### config.mk
export PLATFORM = sky130hd
export DESIGN_NAME = upgb_bank
export DESIGN_NICKNAME = d
export VERILOG_FILES = /design/src/rtl/upgb_pkg.sv /design/src/rtl/upgb_bank.sv
export SDC_FILE = /design/constraint.sdc
export NUM_CORES = 1
export LEC_CHECK = 0
export ABC_CLOCK_PERIOD_IN_PS = 4670
export BUFFER_PORTS_ARGS = -buffer_cell sky130_fd_sc_hd__clkbuf_2
export CAP_MARGIN = 40
export CORE_MARGIN = 10
export CORE_UTILIZATION = 53
export CTS_BUF_LIST = sky130_fd_sc_hd__clkbuf_4 sky130_fd_sc_hd__clkbuf_8
export DETAILED_ROUTE_END_ITERATION = 8
export PLACE_DENSITY = 0.81
export SETUP_SLACK_MARGIN = 0.15
export SYNTH_ARGS = -nofsm -noshare
export SYNTH_HDL_FRONTEND = slang
export SYNTH_SLANG_ARGS = --single-unit
export TNS_END_PERCENT = 50
### constraint.sdc
create_clock -name ref_clk -period 4.67 [get_ports ref_clk]
set_clock_uncertainty 0.15 [all_clocks]
set_input_delay 0.467 -clock ref_clk [delete_from_list [all_inputs] [get_ports ref_clk]]
set_output_delay 0.467 -clock ref_clk [all_outputs]
set_load 0.02 [all_outputs]
### src/rtl/upgb_pkg.sv
// constants and register map of the upper parallel io pin bank
// Behaviour
// - direction bits 13..0, reset to zero
// - direction zero: level bit shows pin input
// - direction one: level bit holds driven value
// - input mode reads pin low/high as 0/1
// - output mode drives written level onto pin
// - level bits after reset take pin values
// - bits 0..13 map pins 32..45 ascending
// - enable zero: pin never driven
package upgb_pkg;
    localparam int REG_W = 16;
    localparam int ADDR_W = 16;
    localparam int PIN_COUNT = 14;
    localparam int FIRST_PIN = 32;
    localparam logic [15:0] DRIVE_EN_OFS = 16'h4406;
    localparam logic [15:0] DIR_OFS = 16'h4407;
    localparam logic [15:0] LEVEL_OFS = 16'h4408;
    localparam logic [15:0] DIR_RESET = 16'h0000;
    localparam logic [15:0] DRIVE_EN_RESET = 16'h0000;
    localparam logic [1:0] RSVD_RESET = 2'h0;
    localparam int RSVD_LSB = 14;
    localparam int SYNC_STAGES = 2;
    localparam int RESET_SAMPLE_CYCLES = 2;
endpackage

### src/rtl/upgb_bank.sv
// upper parallel io bank: direction, level and drive-enable registers with pin control
`timescale 1ns/1ps
module upgb_bank #(
    parameter int PINS = upgb_pkg::PIN_COUNT
) (
    input wire logic ref_clk, // 25 MHz clock
    input wire logic rst, // async reset, active high
    input wire logic [upgb_pkg::ADDR_W-1:0] regAddr, // register address
    input wire logic [upgb_pkg::REG_W-1:0] regWdata, // write data
    input wire logic regWr, // write strobe
    input wire logic regRd, // read strobe
    output logic [upgb_pkg::REG_W-1:0] regRdata, // read data, cycle after strobe
    input wire logic [PINS-1:0] pinIn, // pin levels 32..45
    output logic [PINS-1:0] pinOut, // pin output values
    output logic [PINS-1:0] pinOe // pin output enables, high drives
);
    import upgb_pkg::*;

    // refuse sizes that the fixed register layout cannot serve
    if (PINS != PIN_COUNT) begin : g_badPins
        $error("upgb_bank: PINS must equal PIN_COUNT");
    end
    if (PINS + 2 != REG_W) begin : g_badWidth
        $error("upgb_bank: pin bits plus reserved bits must fill one register");
    end
    if (RSVD_LSB != PINS) begin : g_badRsvd
        $error("upgb_bank: reserved field must sit just above the pin bits");
    end
    if (ADDR_W < 16) begin : g_badAddr
        $error("upgb_bank: address bus too narrow for the register offsets");
    end
    if (DIR_OFS == LEVEL_OFS || DIR_OFS == DRIVE_EN_OFS || LEVEL_OFS == DRIVE_EN_OFS) begin : g_badMap
        $error("upgb_bank: register offsets must differ");
    end
    if (SYNC_STAGES != 2) begin : g_badSync
        $error("upgb_bank: synchroniser is built for two stages");
    end
    if (RESET_SAMPLE_CYCLES < SYNC_STAGES || RESET_SAMPLE_CYCLES > 3) begin : g_badInit
        $error("upgb_bank: reset sample count must cover the synchroniser and fit the counter");
    end
    if (DIR_RESET[REG_W-1:RSVD_LSB] != RSVD_RESET) begin : g_badDirRst
        $error("upgb_bank: direction reset must clear the reserved bits");
    end
    if (DRIVE_EN_RESET[REG_W-1:RSVD_LSB] != RSVD_RESET) begin : g_badEnRst
        $error("upgb_bank: drive enable reset must clear the reserved bits");
    end

    logic [PINS-1:0] dir_r;
    logic [PINS-1:0] driveEn_r;
    logic [PINS-1:0] outVal_r;
    logic [1:0] dirRsvd_r;
    logic [1:0] enRsvd_r;
    logic [1:0] lvlRsvd_r;
    logic [PINS-1:0] sync1_r;
    logic [PINS-1:0] sync2_r;
    logic [1:0] initCnt_r;
    logic initDone_r;
    logic [PINS-1:0] levelView;
    logic [REG_W-1:0] rdata_nxt;

    logic hitDir;
    logic hitEn;
    logic hitLvl;
    logic wrDir;
    logic wrEn;
    logic wrLvl;
    logic [REG_W-1:0] dirWord;
    logic [REG_W-1:0] enWord;
    logic [REG_W-1:0] lvlWord;

    // exact match only: other addresses are ignored on write and read as zero
    always_comb begin
        hitDir = (regAddr == DIR_OFS);
        hitEn = (regAddr == DRIVE_EN_OFS);
        hitLvl = (regAddr == LEVEL_OFS);
    end

    always_comb begin
        wrDir = regWr && hitDir;
        wrEn = regWr && hitEn;
        wrLvl = regWr && hitLvl;
    end

    // register images as software reads them
    always_comb begin
        dirWord = {dirRsvd_r, dir_r};
        enWord = {enRsvd_r, driveEn_r};
        lvlWord = {lvlRsvd_r, levelView};
    end

    // two-stage synchroniser; stage one feeds stage two only
    always_ff @(posedge ref_clk or posedge rst) begin
        if (rst) begin
            sync1_r <= '0;
        end else begin
            sync1_r <= pinIn;
        end
    end

    always_ff @(posedge ref_clk or posedge rst) begin
        if (rst) begin
            sync2_r <= '0;
        end else begin
            sync2_r <= sync1_r;
        end
    end

    always_ff @(posedge ref_clk or posedge rst) begin
        if (rst) begin
            dir_r <= DIR_RESET[PINS-1:0];
        end else if (wrDir) begin
            dir_r <= regWdata[PINS-1:0];
        end
    end

    // reserved bits only store what software wrote
    always_ff @(posedge ref_clk or posedge rst) begin
        if (rst) begin
            dirRsvd_r <= RSVD_RESET;
        end else if (wrDir) begin
            dirRsvd_r <= regWdata[RSVD_LSB+1:RSVD_LSB];
        end
    end

    // drive enable; a pin drives only where enable and direction are both set
    always_ff @(posedge ref_clk or posedge rst) begin
        if (rst) begin
            driveEn_r <= DRIVE_EN_RESET[PINS-1:0];
        end else if (wrEn) begin
            driveEn_r <= regWdata[PINS-1:0];
        end
    end

    always_ff @(posedge ref_clk or posedge rst) begin
        if (rst) begin
            enRsvd_r <= RSVD_RESET;
        end else if (wrEn) begin
            enRsvd_r <= regWdata[RSVD_LSB+1:RSVD_LSB];
        end
    end

    // count off the synchroniser after reset so stored levels start as pin values
    always_ff @(posedge ref_clk or posedge rst) begin
        if (rst) begin
            initCnt_r <= 2'h0;
        end else if (!initDone_r) begin
            initCnt_r <= initCnt_r + 2'h1;
        end
    end

    always_ff @(posedge ref_clk or posedge rst) begin
        if (rst) begin
            initDone_r <= 1'b0;
        end else if (initCnt_r == 2'(RESET_SAMPLE_CYCLES)) begin
            initDone_r <= 1'b1;
        end
    end

    // output latch: written in output mode; tracks pin while input so a
    // switch to output starts from the current pin level
    genvar i;
    generate
        for (i = 0; i < PINS; i++) begin : g_pin
            logic loadWr;
            logic trackPin;

            always_comb begin
                loadWr = wrLvl && dir_r[i];
                trackPin = !initDone_r || !dir_r[i];
            end

            always_ff @(posedge ref_clk or posedge rst) begin
                if (rst) begin
                    outVal_r[i] <= 1'b0;
                end else if (loadWr) begin
                    outVal_r[i] <= regWdata[i];
                end else if (trackPin) begin
                    outVal_r[i] <= sync2_r[i];
                end
            end
            assign levelView[i] = dir_r[i] ? outVal_r[i] : sync2_r[i];
            assign pinOut[i] = outVal_r[i];
            assign pinOe[i] = driveEn_r[i] && dir_r[i];
        end
    endgenerate

    // reserved bits of the level register
    always_ff @(posedge ref_clk or posedge rst) begin
        if (rst) begin
            lvlRsvd_r <= RSVD_RESET;
        end else if (wrLvl) begin
            lvlRsvd_r <= regWdata[RSVD_LSB+1:RSVD_LSB];
        end
    end

    always_comb begin
        rdata_nxt = '0;
        if (regRd) begin
            case (regAddr)
                DIR_OFS: begin
                    rdata_nxt = dirWord;
                end
                DRIVE_EN_OFS: begin
                    rdata_nxt = enWord;
                end
                LEVEL_OFS: begin
                    rdata_nxt = lvlWord;
                end
                default: begin
                    rdata_nxt = '0;
                end
            endcase
        end
    end

    // read data stands one cycle after the strobe, zero otherwise
    always_ff @(posedge ref_clk or posedge rst) begin
        if (rst) begin
            regRdata <= '0;
        end else begin
            regRdata <= rdata_nxt;
        end
    end
endmodule

# After elaboration in Yosys (flattened, before gate mapping)
# Cells that the tools add are included.
# classes
n_reduce_logical	74
bitwise_logic	0
eq_ne	4
n_lt_le_gt_ge	0
n_shift	0
n_div	0
multipliers	0
n_addsub	1
n_mux	44
# op_table
cell	count
$eq A16 B15 Y1 const B	3
$pmux W16 S3	1
$mux W1	42
$logic_and A1 B1 Y1	31
$reduce_bool A2 Y1	14
$mux W16	1
$logic_not A1 Y1	15
$logic_or A1 B1 Y1	14
$add A2 B1 Y2 const B	1
$eq A2 B2 Y1 const B	1
# totals
mem_bits_rw	0
wordCells	147
reg_bits	95
romBits	0
memories	0
latchBits	0
output_inout_bits	44
inputBits	50

# Longest topological paths before layout
# logic_depth
depth_word	4
ltp_mapped	6
depth_no_buf	4

# Worst setup path after synthesis
# Ideal clock, no wire load.
# synth_timing
path_type	input-to-reg
startpoint	input port regAddr[9] (netlist name)
endpoint	register dirRsvd_r[0]
arrival_ps	2169
setup_time_ps	125
cell_stages	6
path_slack_ps	2226
path_buffers	2
required_time_ps	4395
path_cell_list	or4b_1 buf_4 nor4_2 nand3_2 buf_6 mux2_4
# synth_via
elab_chain_len	2
# synth_lines
item	line	text
start, declared	upgb_bank.sv:8	input wire logic [upgb_pkg::ADDR_W-1:0] regAddr,
$eq A16 B15 Y1	upgb_bank.sv:73	hitDir = (regAddr == DIR_OFS);
$logic_and A1 B1 Y1	upgb_bank.sv:79	wrDir = regWr && hitDir;
end signal, assigned	upgb_bank.sv:121	dirRsvd_r <= regWdata[RSVD_LSB+1:RSVD_LSB];
end, declared	upgb_bank.sv:51	logic [1:0] dirRsvd_r;
# No other way between the ends.
# A chain may end at the register's enable or synchronous reset.

# Final worst setup path
# layout_timing
startpoint	input port regAddr[0] (netlist name)
endpoint	register regRdata[6] (netlist name)
# layout_via
elab_chain_len	3
elab_cells_between_ends	5
classes_between	eq/ne: 3; mux: 2
# layout_lines
item	line	text
$eq A16 B15 Y1	upgb_bank.sv:199	case (regAddr)
$pmux W16 S3 (*)	upgb_bank.sv:199	
$mux W16 (*)	upgb_bank.sv:198	if (regRd) begin
named net rdata_nxt[6]	upgb_bank.sv:59	logic [REG_W-1:0] rdata_nxt;
end signal, assigned	upgb_bank.sv:221	regRdata <= rdata_nxt;
end, declared	upgb_bank.sv:12	output logic [upgb_pkg::REG_W-1:0] regRdata,
# The timed path passes the listed nets; every way through them passes the cells marked *.

==> results.json <==
{
  "core_area_sq_mm": 0.007767,
  "grt_pass1_vias": 3393,
  "clkPwrFrac_pct": 39.8,
  "postRouteAntennaNets": 0,
  "dp_cells": 522,
  "fin_util_pct": 65.83,
  "design.die.area_sq_mm": 0.01198,
  "r2r_start": "dir_r[0]",
  "setup_violations": 0,
  "gp_congestion": 0.8251,
  "start_kind": "input pin",
  "syn_inst": 340,
  "via_per_inst": 5.998,
  "ys.flop_type": "dfrtp_1",
  "track_usage_pct": 18.52,
  "finalHoldViolations": 0,
  "cts_setup_buffers": 0,
  "routedWlPerCell_um": 20.32,
  "drt-total-wl_mm": 10.93,
  "grt_max_degree": 58,
  "critical_path_class": "input pin to register",
  "syn-cell-area_sq_mm": 0.004242,
  "ys_seq_area_share_pct": 56.05,
  "worst_slew_pin_slew_ns": 0.9055,
  "cts_tree": "built",
  "area_growth_pct": 20.56,
  "drt_iter0_drc": 201,
  "intPower_uw": 1230,
  "start_util_pct": 54.61,
  "max_freq_mhz": 343.5,
  "cts.path.max_buffers": 2,
  "net-switching-power_uw": 344.9,
  "ys_async_sr_fraction_pct": 100.0,
  "die_width_um": 109.5,
  "rsz0062_at_grt": "no",
  "rows": 32,
  "die_h_um": 109.5,
  "syn_nets": 391,
  "netSwitchingFraction_pct": 21.90,
  "clkTransAtPathRegs_ns": 0.09,
  "crit_path_end_kind": "register",
  "cellPowerDensity_mw_per_mm2": 308.0,
  "synth_top_area_cell": "dfrtp_1",
  "min_from": "pinIn[2]",
  "period_needed_ns": 2.911,
  "critPathArrivalTime_ns": 2.99,
  "io_pins": 94,
  "drc": 0,
  "nets": 483,
  "whs_endpoint": "sync1_r[2]",
  "crit_required_ns": 4.75,
  "whs_ns": 0.06727,
  "synth-edff-count": 0,
  "finalPower_uw": 1575,
  "dp_hpwl_mm": 7.482,
  "final_cells": 538,
  "whs_path_depth": 1,
  "drive_gt1_share_pct": 37.39,
  "overflow": 0,
  "synth.top_cells.by_count": "dfrtp_1, nand3_1, nor2b_1",
  "n_antenna_cell": 0,
  "worstHoldPathType": "input pin to register",
  "synth.most_common_cell": "dfrtp_1",
  "grt_pass1_wl_mm": 17.52,
  "fill_cells": 600,
  "synth_area_leaders": "dfrtp_1, mux2_4, nor2b_1, mux2_2, nand3_1",
  "maxCapViolations": 0,
  "dr.pass1.iters": 5,
  "critical_path.max_fanout": 20,
  "root_buffer": "clkbuf_8",
  "p_seq_share_pct": 54.0,
  "finalCritPeriodShare_pct": 62.34,
  "combPwrFrac_pct": 6.2,
  "antenna_found_initial": 0,
  "port_buffers": 93,
  "dr_total_vias": 3227,
  "cts_sinks": 95,
  "yosysWarnings": 0,
  "synth.top_cell.area_share_pct": 56.05,
  "insertion_delay_ns": 0.35,
  "fin_tns_setup_ns": 0,
  "slew_headroom_pct": 39.47,
  "worstRegToRegCells": 4,
  "status": "complete, no violations",
  "p_leak_uw": 0.002498,
  "h-tree-depth": 3,
  "synth.avg_cell_area_sq_um": 12.48,
  "final_max_slew_viol_count": 0,
  "rrSetupSlack_ns": 3.32,
  "r2r_end": "regRdata[0]",
  "synthDistinctLibCells": 35,
  "numCtsBuffers": 9,
  "ys_ff_latch": 95,
  "ir_drop_mv": 0.1662
}
-- metrics by stage --
step	cell area, sq um	setup WS [ns]
after CTS	5114	1.850
after global routing	5114	1.615
after floorplan	4242	1.576
final	5114	1.759
after detailed placement	4870	1.490
after global placement	4766	1.509
-- power groups by stage --
stage                     Clock [uW]  Combinational (uW)  Sequential [uW]
after global routing             664                 108              853
final                            627                97.3              851
after detailed placement           0                98.1              867
after global placement             0                92.5              866
after floorplan                    0                43.1              871
after CTS                        636                99.3              851
-- critical path: stages --
cell and delay, ns:
clkbuf_2 0.33, or4b_2 0.80, a211oi_1 0.28, nand3_1 0.67
a21oi_1 0.44
-- kinds of logic (layout without fill, tap and decap cells) --
group | Yosys count | count (layout) | share of synthesized area [%]
fa+ha+maj | 1 | 1 | 0.2949
xor+xnor | 1 | 1 | 0.2065
buf+inv | 28 | 124 | 3.097
simple gates | 91 | 91 | 14.57
flops | 95 | 95 | 56.05
compound gates | 90 | 90 | 14.99
mux | 34 | 34 | 10.80
-- layout make-up --
| class | instances | area [sq um] | share of cell area [%] |
|---|---|---|---|
| flip-flops and latches | 95 | 2377 | 46.49 |
| multi-input cells | 217 | 1748 | 34.18 |
| repair buffers | 103 | 601.8 | 11.77 |
| clock inverters | 6 | 110.1 | 2.153 |
| clock buffers | 9 | 123.9 | 2.422 |
| well taps | 102 | 127.6 | 2.496 |
| inverters | 6 | 25.02 | 0.4894 |
-- metal layers --
| metal | share of wire (%) | global-route usage [%] | vias up | routed length [um] |
|---|---|---|---|---|
| li1 | - | - | 1456 | - |
| met5 | 0 | 0 | - | 0 |
| met1 | 39 | 22.92 | 1607 | 4308 |
| met2 | 49 | 29.68 | 142 | 5336 |
| met3 | 9.8 | 5.266 | 22 | 1072 |
| met4 | 1.9 | 8.086 | 0 | 212 |
-- sequential cells by signal, indices dropped and copies added (netlist names) --
signal      cells
enRsvd_r        2
sync1_r        14
lvlRsvd_r       2
driveEn_r      14
pinOut         14
dirRsvd_r       2
initCnt_r       2
dir_r          14
initDone_r      1
regRdata       16
sync2_r        14
-- worst max-delay path by stage --
stage,from,end,cells after the start
CTS,regAddr[0],regRdata[6],5
detailed placement,regAddr[0],regRdata[6],5
global placement,regAddr[0],pinOut[7],5
floorplan,rst,dirRsvd_r[0],1
finish,regAddr[0],regRdata[6],5
global route,regAddr[0],regRdata[6],5
-- layout by cell type, fill, tap and decap left out, types with 3 or more instances in the layout --
| cell | Yosys | final |
|---|---|---|
| clkbuf_8 | 0 | 9 |
| o2111ai_1 | 14 | 14 |
| bufinv_16 | 0 | 3 |
| and2_1 | 14 | 14 |
| a21o_1 | 14 | 14 |
| mux2_4 | 20 | 20 |
| nand3_1 | 31 | 31 |
| buf_6 | 2 | 3 |
| a22oi_1 | 14 | 14 |
| o21ai_0 | 15 | 15 |
| nor4_4 | 2 | 3 |
| nor2b_1 | 28 | 28 |
| mux2_2 | 14 | 14 |
| dfrtp_1 | 95 | 95 |
| buf_4 | 1 | 3 |
| a41oi_1 | 14 | 14 |
| a21oi_1 | 16 | 16 |
| inv_1 | 6 | 5 |
| clkbuf_2 | 0 | 93 |
-- repair_timing --
item                      CTS  global route
hold endpoints to repair   38             0
resized for setup           0             0
hold buffers                1             0
(Power assumes the default switching activity.)
